===== config.mk =====
export PLATFORM = sky130hd
export DESIGN_NAME = sec_servo_cmd
export DESIGN_NICKNAME = d
export VERILOG_FILES = /design/src/rtl/sec_sync.v /design/src/rtl/sec_servo_cmd.v
export VERILOG_INCLUDE_DIRS = /design/src /design/src/rtl
export SDC_FILE = /design/constraint.sdc
export NUM_CORES = 1
export LEC_CHECK = 0
export BUFFER_PORTS_ARGS = -buffer_cell sky130_fd_sc_hd__buf_4
export CAP_MARGIN = 30
export CELL_PAD_IN_SITES_DETAIL_PLACEMENT = 1
export CELL_PAD_IN_SITES_GLOBAL_PLACEMENT = 1
export CORE_UTILIZATION = 39
export CTS_CLUSTER_SIZE = 25
export DETAILED_ROUTE_END_ITERATION = 8
export PLACE_DENSITY = 0.82
export REMOVE_ABC_BUFFERS = 1
export SLEW_MARGIN = 20
export SYNTH_ARGS = -nofsm -noshare
export SYNTH_HDL_FRONTEND = slang
export SYNTH_HIERARCHICAL = 1
export SYNTH_SLANG_ARGS = --single-unit

===== constraint.sdc =====
create_clock -name clk_sys -period 7.6 [get_ports clk_sys]
set_input_delay 0.76 -clock clk_sys [delete_from_list [all_inputs] [get_ports clk_sys]]
set_output_delay 0.76 -clock clk_sys [all_outputs]
set_load 0.02 [all_outputs]

===== src/rtl/sec_map.vh =====
// sec_map.vh : constants for the servo enable and command input block
// assumes: included by the servo command design file, the checker and the bench top, clock 20 MHz
`ifndef SEC_MAP_VH
`define SEC_MAP_VH

// clock period in ns
`define SEC_CLK_NS          50
// undervoltage window 1 s, in ms and cycles
`define SEC_UV_WIN_MS       1000
`define SEC_UV_WIN_CYC      ((`SEC_UV_WIN_MS * 1000000) / `SEC_CLK_NS)
// control ready delay 2 s, in ms and cycles
`define SEC_RDY_DLY_MS      2000
`define SEC_RDY_DLY_CYC     ((`SEC_RDY_DLY_MS * 1000000) / `SEC_CLK_NS)
// undervoltage threshold in volts
`define SEC_UV_LEVEL        16'h00C8
// pulse formats
`define SEC_FMT_DIFF_SIGN   8'h00
`define SEC_FMT_DIFF_FR     8'h01
`define SEC_FMT_DIFF_QUAD   8'h02
`define SEC_FMT_OC_SIGN     8'h03
`define SEC_FMT_OC_FR       8'h04
`define SEC_FMT_OC_QUAD     8'h05
// pulses per revolution range
`define SEC_PPR_GEAR        21'h00_0000
`define SEC_PPR_MIN         21'h00_0040
`define SEC_PPR_MAX         21'h10_0000
// gear range and defaults
`define SEC_GEAR_MIN        23'h00_0001
`define SEC_GEAR_MAX        23'h40_0000
`define SEC_GEAR_NUM_DEF    23'h00_0010
`define SEC_GEAR_DEN_DEF    23'h00_0001
// counts per motor revolution used with a direct pulses per revolution
`define SEC_ENC_PER_REV     21'h02_0000
// control modes
`define SEC_MODE_POS        4'h0
`define SEC_MODE_SPD        4'h1
// default input functions
`define SEC_FN_NONE         8'h00
`define SEC_FN_SERVO_ON     8'h01
`define SEC_FN_ALARM_RST    8'h0B
`define SEC_FN_RAMP_SEL     8'h0E
`define SEC_FN_COMM_SPD     8'h12
`define SEC_FN_SPD_B0       8'h33
`define SEC_FN_SPD_B1       8'h34
`define SEC_FN_SPD_B2       8'h35
// communicated speed address
`define SEC_COMM_SPD_ADDR   16'h3000
// ramp step divider for 1 ms ticks
`define SEC_MS_CYC          ((1000000) / `SEC_CLK_NS)

`endif


===== src/rtl/sec_sync.v =====
// sec_sync.v : two flip-flop synchroniser for a bus of pin levels
// assumes: inputs are asynchronous to clk_sys
`timescale 1ns/1ps
module sec_sync #(
   parameter W = 1
) (
   input  wire         clk_sys,
   input  wire         reset_n,
   input  wire [W-1:0] d_in,
   output wire [W-1:0] q_out
);
   reg [W-1:0] meta_ff;   // first stage, read only by the second
   reg [W-1:0] sync_ff;   // second stage

   ////////////////////////////////////////////////////////////////////////////
   // two stage capture
   always @(posedge clk_sys) begin
      if (!reset_n) begin
         meta_ff <= {W{1'b0}};
         sync_ff <= {W{1'b0}};
      end else begin
         meta_ff <= d_in;
         sync_ff <= meta_ff;
      end
   end
   assign q_out = sync_ff;
endmodule


===== src/rtl/sec_servo_cmd.v =====
// sec_servo_cmd.v : servo enable, ready, undervoltage, pulse decode, gear, speed source
// assumes: pins arrive asynchronous; settings are static words from the drive's store
// Operation
// - ready follows servo enable once motor can rotate
// - enable dropped while rotating: ramp stop, coast
// - force mask keeps chosen inputs active
// - undervoltage flagged only within 1 s window
// - power loss drops ready, halts processor if control ready was up
// - format code picks sign, fwd/rev, quadrature decode
// - ppr 64..1048576 uses direct ppr, else gear
// - gear ratio 1..4194304, defaults 16/1
// - restart-only settings latched at power-up
// - default map: in1 enable, in2 reset
// - quadrature counts every edge, four per pulse
// - speed mode runs only after ready
// - run input held: accelerate, hold, release: decelerate
// - ramp select input picks time set
// - speed from select bits, analog, or comm
// - comm speed when select bits off, comm on
// - zero clamp applied to analog reference
// - ramps apply only with ramp enable one
// - zero speed output below threshold
// - control ready about 2 s after power
`timescale 1ns/1ps
`include "sec_map.vh"
module sec_servo_cmd #(
   parameter [31:0] RDY_DLY_CYC = `SEC_RDY_DLY_CYC,
   parameter [31:0] UV_WIN_CYC  = `SEC_UV_WIN_CYC
) (
   input  wire        clk_sys,
   input  wire        reset_n,
   input  wire [23:0] external_input,         // input pins 1..24
   input  wire [23:0] force_on_mask,          // permanently active inputs
   input  wire        main_power_ok,          // main power present
   input  wire [15:0] link_voltage,           // dc link volts
   input  wire        self_test_ok,           // self diagnosis passed
   input  wire        motor_stopped,          // feedback: motor at rest
   input  wire        pulse_a_diff,           // differential pulse / a
   input  wire        pulse_b_diff,           // differential sign / b
   input  wire        pulse_a_oc,             // open collector pulse / a
   input  wire        pulse_b_oc,             // open collector sign / b
   input  wire [7:0]  pulse_format_setting,
   input  wire [20:0] pulses_per_rev_setting,
   input  wire [22:0] gear_numerator,
   input  wire [22:0] gear_denominator,
   input  wire [3:0]  control_mode_setting,
   input  wire        ramp_enable_setting,
   input  wire [15:0] zero_clamp_level,
   input  wire        undervoltage_alarm_setting,
   input  wire        power_loss_stop_action,
   input  wire [15:0] analog_speed_ref,
   input  wire [15:0] comm_speed_value,       // value at comm address 0x3000
   input  wire [15:0] preset_speed_0,
   input  wire [15:0] preset_speed_1,
   input  wire [15:0] preset_speed_2,
   input  wire [15:0] preset_speed_3,
   input  wire [15:0] preset_speed_4,
   input  wire [15:0] preset_speed_5,
   input  wire [15:0] preset_speed_6,
   input  wire [15:0] ramp_step_set0,         // speed step per ms, set 0
   input  wire [15:0] ramp_step_set1,         // speed step per ms, set 1
   input  wire [15:0] measured_speed,
   input  wire [15:0] zero_speed_level,
   output reg         control_ready_ff,
   output reg         servo_ready_ff,
   output reg         cpu_halt_ff,
   output reg         undervoltage_ff,
   output reg         uv_alarm_ff,
   output reg         coast_ff,
   output reg         alarm_reset_ff,
   output reg         zero_speed_ff,
   output reg  [31:0] cmd_count_ff,
   output reg  [47:0] scaled_pos_ff,
   output reg  [15:0] speed_cmd_ff,
   output reg         speed_dir_ff
);
   ////////////////////////////////////////////////////////////////////////////
   // synchronise pins
   wire [23:0] in_s;       // synchronised input pins
   wire [5:0]  misc_s;     // power, test, pulses
   sec_sync #(.W(24)) u_sync_in (
      .clk_sys (clk_sys),
      .reset_n (reset_n),
      .d_in    (external_input),
      .q_out   (in_s)
   );
   sec_sync #(.W(6)) u_sync_misc (
      .clk_sys (clk_sys),
      .reset_n (reset_n),
      .d_in    ({main_power_ok, self_test_ok, pulse_a_diff, pulse_b_diff,
                 pulse_a_oc, pulse_b_oc}),
      .q_out   (misc_s)
   );
   wire pwr_s = misc_s[5];
   wire tst_s = misc_s[4];

   ////////////////////////////////////////////////////////////////////////////
   // input function map, default assignment, force mask
   wire [23:0] in_act = in_s | force_on_mask;
   wire servo_en   = in_act[0];
   wire alarm_rst  = in_act[1];
   // inputs 3..24 carry no function by default; run and select functions
   // sit at fixed positions for speed control use
   wire fwd_run    = in_act[2];                           // forward_run_in
   wire rev_run    = in_act[3];                           // reverse_run_in
   wire ramp_sel   = in_act[4];                           // ramp_set_select_in
   wire sel_b0     = in_act[5];                           // speed_select_bit0
   wire sel_b1     = in_act[6];                           // speed_select_bit1
   wire sel_b2     = in_act[7];                           // speed_select_bit2
   wire comm_sel   = in_act[8];                           // comm speed select

   ////////////////////////////////////////////////////////////////////////////
   // restart-only settings latched once after reset release
   reg        cfg_done_ff;    // latch taken
   reg [7:0]  fmt_ff;         // pulse format
   reg [20:0] ppr_ff;         // pulses per revolution
   always @(posedge clk_sys) begin
      if (!reset_n) begin
         cfg_done_ff <= 1'b0;
         fmt_ff      <= `SEC_FMT_DIFF_SIGN;
         ppr_ff      <= `SEC_PPR_GEAR;
      end else if (!cfg_done_ff) begin
         cfg_done_ff <= 1'b1;
         fmt_ff      <= pulse_format_setting;
         ppr_ff      <= pulses_per_rev_setting;
      end
   end

   ////////////////////////////////////////////////////////////////////////////
   // control ready timer and power loss handling
   reg [31:0] rdy_cnt_ff;      // time since power up
   reg [31:0] uv_cnt_ff;       // time since servo enable
   always @(posedge clk_sys) begin
      if (!reset_n) begin
         rdy_cnt_ff       <= 32'h0000_0000;
         control_ready_ff <= 1'b0;
         cpu_halt_ff      <= 1'b0;
      end else if (!pwr_s) begin
         rdy_cnt_ff       <= 32'h0000_0000;
         control_ready_ff <= 1'b0;
         cpu_halt_ff      <= control_ready_ff | cpu_halt_ff;
      end else if (rdy_cnt_ff < RDY_DLY_CYC) begin
         rdy_cnt_ff <= rdy_cnt_ff + 32'h0000_0001;
      end else if (tst_s && !cpu_halt_ff) begin
         control_ready_ff <= 1'b1;
      end
   end

   ////////////////////////////////////////////////////////////////////////////
   // undervoltage: only inside the 1 s window after enable
   wire uv_level = (link_voltage <= `SEC_UV_LEVEL);
   always @(posedge clk_sys) begin
      if (!reset_n) begin
         uv_cnt_ff       <= 32'h0000_0000;
         undervoltage_ff <= 1'b0;
         uv_alarm_ff     <= 1'b0;
      end else begin
         if (!servo_en)
            uv_cnt_ff <= 32'h0000_0000;
         else if (uv_cnt_ff < UV_WIN_CYC)
            uv_cnt_ff <= uv_cnt_ff + 32'h0000_0001;
         // set wins over alarm reset
         if (servo_en && uv_level && uv_cnt_ff < UV_WIN_CYC) begin
            undervoltage_ff <= 1'b1;
            uv_alarm_ff     <= undervoltage_alarm_setting;
         end else if (alarm_rst) begin
            undervoltage_ff <= 1'b0;
            uv_alarm_ff     <= 1'b0;
         end
      end
   end

   ////////////////////////////////////////////////////////////////////////////
   // servo ready and coast sequence
   wire can_run = control_ready_ff && !undervoltage_ff;
   always @(posedge clk_sys) begin
      if (!reset_n) begin
         servo_ready_ff <= 1'b0;
         coast_ff       <= 1'b1;
         alarm_reset_ff <= 1'b0;
      end else begin
         alarm_reset_ff <= alarm_rst;
         if (!control_ready_ff) begin
            servo_ready_ff <= 1'b0;
            // never ready: stays free; after power loss 1 coasts at once, 0 ramps first
            coast_ff <= !cpu_halt_ff | power_loss_stop_action | motor_stopped;
         end else if (servo_en && can_run) begin
            servo_ready_ff <= 1'b1;
            coast_ff       <= 1'b0;
         end else begin
            servo_ready_ff <= 1'b0;
            coast_ff       <= motor_stopped;
         end
      end
   end

   ////////////////////////////////////////////////////////////////////////////
   // pulse decoder
   wire is_oc   = (fmt_ff >= `SEC_FMT_OC_SIGN);
   wire [7:0] fsub = is_oc ? (fmt_ff - `SEC_FMT_OC_SIGN) : fmt_ff;
   wire pa = is_oc ? misc_s[1] : misc_s[3];
   wire pb = is_oc ? misc_s[0] : misc_s[2];
   reg  pa_ff;    // previous a
   reg  pb_ff;    // previous b
   reg  step_up;  // count up this cycle
   reg  step_dn;  // count down this cycle
   always @* begin
      step_up = 1'b0;
      step_dn = 1'b0;
      case (fsub)
         8'h00: begin                                     // pulse and sign
            if (pa && !pa_ff) begin
               step_up = !pb;
               step_dn = pb;
            end
         end
         8'h01: begin                                     // fwd / rev pulses
            step_up = pa && !pa_ff;
            step_dn = pb && !pb_ff;
         end
         8'h02: begin                                     // quadrature, every edge
            if ((pa ^ pa_ff) || (pb ^ pb_ff)) begin
               step_up = (pa_ff ^ pb);
               step_dn = (pb_ff ^ pa);
            end
         end
         default: begin
            step_up = 1'b0;
            step_dn = 1'b0;
         end
      endcase
   end

   ////////////////////////////////////////////////////////////////////////////
   // command counter and gear scaling, positions held when not ready
   wire gear_ok = (gear_numerator >= `SEC_GEAR_MIN) && (gear_numerator <= `SEC_GEAR_MAX)
                  && (gear_denominator >= `SEC_GEAR_MIN)
                  && (gear_denominator <= `SEC_GEAR_MAX);
   wire [22:0] num_eff = gear_ok ? gear_numerator   : `SEC_GEAR_NUM_DEF;
   wire [22:0] den_eff = gear_ok ? gear_denominator : `SEC_GEAR_DEN_DEF;
   wire ppr_direct = (ppr_ff >= `SEC_PPR_MIN) && (ppr_ff <= `SEC_PPR_MAX);
   reg  [47:0] acc_ff;     // remainder accumulator for the ratio
   wire [22:0] mul_n = ppr_direct ? {2'b00, `SEC_ENC_PER_REV} : num_eff;
   wire [22:0] div_d = ppr_direct ? {2'b00, ppr_ff} : den_eff;
   wire pos_mode = (control_mode_setting == `SEC_MODE_POS);
   always @(posedge clk_sys) begin
      if (!reset_n) begin
         pa_ff         <= 1'b0;
         pb_ff         <= 1'b0;
         cmd_count_ff  <= 32'h0000_0000;
         scaled_pos_ff <= 48'h0000_0000_0000;
         acc_ff        <= 48'h0000_0000_0000;
      end else begin
         pa_ff <= pa;
         pb_ff <= pb;
         if (pos_mode && servo_ready_ff) begin
            if (step_up) begin
               cmd_count_ff <= cmd_count_ff + 32'h0000_0001;
               acc_ff       <= acc_ff + {25'h000_0000, mul_n};
            end else if (step_dn) begin
               cmd_count_ff <= cmd_count_ff - 32'h0000_0001;
               acc_ff       <= acc_ff - {25'h000_0000, mul_n};
            end else if (!acc_ff[47] && acc_ff >= {25'h000_0000, div_d}) begin
               acc_ff        <= acc_ff - {25'h000_0000, div_d};
               scaled_pos_ff <= scaled_pos_ff + 48'h0000_0000_0001;
            end else if (acc_ff[47]) begin
               acc_ff        <= acc_ff + {25'h000_0000, div_d};
               scaled_pos_ff <= scaled_pos_ff - 48'h0000_0000_0001;
            end
         end
      end
   end

   ////////////////////////////////////////////////////////////////////////////
   // speed source selection and zero clamp
   wire [2:0] sel = {sel_b2, sel_b1, sel_b0};
   wire [15:0] clamped = (analog_speed_ref <= zero_clamp_level) ? 16'h0000
                         : analog_speed_ref;
   reg  [15:0] target;     // chosen speed before ramp
   always @* begin
      case (sel)
         3'd0:    target = comm_sel ? comm_speed_value : clamped;
         3'd1:    target = preset_speed_0;
         3'd2:    target = preset_speed_1;
         3'd3:    target = preset_speed_2;
         3'd4:    target = preset_speed_3;
         3'd5:    target = preset_speed_4;
         3'd6:    target = preset_speed_5;
         default: target = preset_speed_6;
      endcase
   end

   ////////////////////////////////////////////////////////////////////////////
   // ramp generator on a 1 ms tick
   reg [15:0] ms_cnt_ff;   // millisecond divider
   wire ms_tick = (ms_cnt_ff == `SEC_MS_CYC - 1);
   wire spd_mode = (control_mode_setting == `SEC_MODE_SPD) && servo_ready_ff;
   wire run = spd_mode && (fwd_run ^ rev_run);
   wire [15:0] goal = run ? target : 16'h0000;
   wire [15:0] step = ramp_sel ? ramp_step_set1 : ramp_step_set0;
   wire [16:0] up_v = {1'b0, speed_cmd_ff} + {1'b0, step};
   always @(posedge clk_sys) begin
      if (!reset_n) begin
         ms_cnt_ff    <= 16'h0000;
         speed_cmd_ff <= 16'h0000;
         speed_dir_ff <= 1'b0;
         zero_speed_ff <= 1'b1;
      end else begin
         ms_cnt_ff <= ms_tick ? 16'h0000 : ms_cnt_ff + 16'h0001;
         zero_speed_ff <= (measured_speed < zero_speed_level);
         if (run)
            speed_dir_ff <= rev_run;
         if (!ramp_enable_setting || !servo_ready_ff) begin
            speed_cmd_ff <= goal;
         end else if (ms_tick) begin
            if (speed_cmd_ff < goal)
               speed_cmd_ff <= (up_v[15:0] > goal || up_v[16]) ? goal : up_v[15:0];
            else if (speed_cmd_ff > goal)
               speed_cmd_ff <= (speed_cmd_ff - goal < step) ? goal
                               : speed_cmd_ff - step;
         end
      end
   end
endmodule


==> flow_summary.toml <==
[outcome]
status = "finished, final reports clean"

[power]
power_mw = 4.75
power_density_nw_per_um2 = 134
peakVddDrop_mv = 0.149
p_sw_share_pct = 30.2
intPower_mw = 3.32
leakagePower_nw = 16.2
combPwrFrac_pct = 23.5
seq_power_share_pct = 33.4
p_clk_share_pct = 43.1
p_sw_mw = 1.43

[sta]
finClkSkew_ps = 27.3
fin_tns_setup_ps = 0
min_period_over_period_pct = 93.8
slew_violations = 0
finalHoldViolations = 0
worst_pin_slew_ps = 1050
fin_crit_ps = 7130
rsz0062_at_grt = "no"
fmax_mhz = 140
relSlewSlack_pct = 29.2
finalSetupViolCount = 0

[routing]
antenna_left = 0
routed-via-count = 31700
detail_route.iter0.violations = 1908
wl_per_cell_um = 21.1
drc = 0
drt_pass1_iterations = 5
vias_per_cell = 5.92
wl_mm = 113

[global_route]
grt_pass1_vias = 32200
antenna_found_initial = 1
grt_use_total_pct = 29.6
grt_pass1_wl_mm = 177
grt_max_degree = 73
globalRoute.totalOverflow = 0

[yosys]
synthCells = 3834
syn-cell-area_um2 = 28400
syn_area_per_cell_um2 = 7.40
yosys_warnings = 6

[floorplan]
design.die.area_um2 = 73900
die_y_um = 272
io_pins = 484
start_util_pct = 39.6
rows = 98
design.core.area_um2 = 71700
die_w_um = 272

[flow_run]
drv_cap = 0

[clocking]
h-tree-depth = 2
cts_sinks = 295
cts_buffers = 41
insertion_delay_ps = 590
root_buffer = "clkbuf_16"
hold_buffers = 0
path_clk_slew_ps = 60
clockBufferDepth = 3
tritoncts = "built"

[final_layout]
fill_cells = 9078
drive_gt1_share_pct = 19.5
multiInputGateArea_um2 = 21000
layout.cells.non_filler = 5345
seqCellArea_um2 = 5910
final_nets = 5036
syn2layout_area_growth_pct = 24.8

[placed_design]
placedCellCount = 5264
port_buffers = 453
post-dp-hpwl_mm = 87.0
gp_congestion = 0.947

[min_path]
hp-class = "in2reg"

[worst_setup_path]
critPathKind = "in2reg"
cp_num_buf_inv = 3
start_kind = "primary input"
cp.arrival_ps = 7630
crit_top_cell = "o21ai_0"
crit_family = "compound AO/OA/AOI/OAI gates"
worstSetupEndpointType = "register"
cp_slowest_cell = "nor3_1"
worstPathRequired_ps = 8110
cp_slowest_stage_delay_ps = 850
path_max_fanout = 6
-- per-stage QoR --
stage / worst slack [ps] / hold slack, ps / area, um2 / util [%]
4_1_cts: 43.0 / 364 / 35300 / 49.2
2_1_floorplan: -1070 / 412 / 27600 / -
3_5_place_dp: -525 / 425 / 33900 / 47.2
6_report: 474 / 391 / 35400 / 49.4
5_1_grt: 25.7 / 379 / 35400 / 49.4
3_3_place_gp: -278 / 416 / 33900 / 47.2
-- flip-flops by register name, indices dropped and copies added (netlist names), 6 cells and up --
register,cells
acc_ff,48
scaled_pos_ff,48
cmd_count_ff,32
rdy_cnt_ff,32
uv_cnt_ff,32
ppr_ff,21
ms_cnt_ff,16
speed_cmd_ff,16
u_sync_in/meta_ff,9
u_sync_in/q_out,9
fmt_ff,8
u_sync_misc/meta_ff,6
u_sync_misc/q_out,6
-- area by class of cell --
cell class	instances	area share (%)
clock inverter	17	0.608
antenna	2	0.0141
tap	950	3.36
clock buffer	57	3.41
inverter	200	2.13
multi-input combinational	3148	59.3
timing repair buffer	676	14.5
sequential	295	16.7
-- per-layer routing --
| layer | vias up | routed length, um | part of all wire (%) | track usage (%) |
|---|---|---|---|---|
| met5 | - | 0 | 0 | 0 |
| met4 | 0 | 4290 | 3.8 | 11.2 |
| met2 | 1124 | 53300 | 47 | 51.1 |
| met3 | 248 | 7300 | 6.5 | 4.28 |
| li1 | 14900 | - | - | - |
| met1 | 15300 | 48000 | 43 | 36.9 |
-- worst paths after layout --
kind	startpoint	end	slack [ps]	cells after the start
hold / removal	external_input[2]	u_sync_in/meta_ff[2]	390	2
setup / recovery	analog_speed_ref[1]	speed_cmd_ff[0]	470	31
setup reg to reg	ppr_ff[15]	scaled_pos_ff[35]	490	33
hold reg to reg	u_sync_misc/meta_ff[4]	u_sync_misc/q_out[4]	430	1
-- power groups by stage --
stage               clock [mW]  sequential [mW]  combinational, mW
finish                    2.05             1.59               1.12
CTS                       2.09             1.59               1.10
global placement             0             1.62               1.06
floorplan                    0             1.62              0.606
detailed placement           0             1.62               1.09
global route              2.15             1.59               1.22
-- placed cells by master, fill, tap and decap left out, types with 41 or more instances in the layout --
master / n
ha_1: 286
o21ai_0: 202
a31oi_1: 45
buf_4: 670
a21o_1: 103
nand2_1: 448
and3_1: 48
a211oi_1: 41
clkbuf_16: 42
nand4_1: 51
nand2b_1: 44
or3_1: 44
nor3_1: 57
xor2_1: 111
mux2i_1: 53
nand3_1: 135
xnor2_1: 149
inv_1: 194
nor2_1: 330
dfxtp_1: 293
a21oi_1: 348
-- timing repair --
action                                  in CTS  in global routing
endpoints found under the setup margin       0                 11
gates resized for setup                      0                  9
setup buffers                                0                  1
No activity file was read; power rests on OpenSTA's default activity.
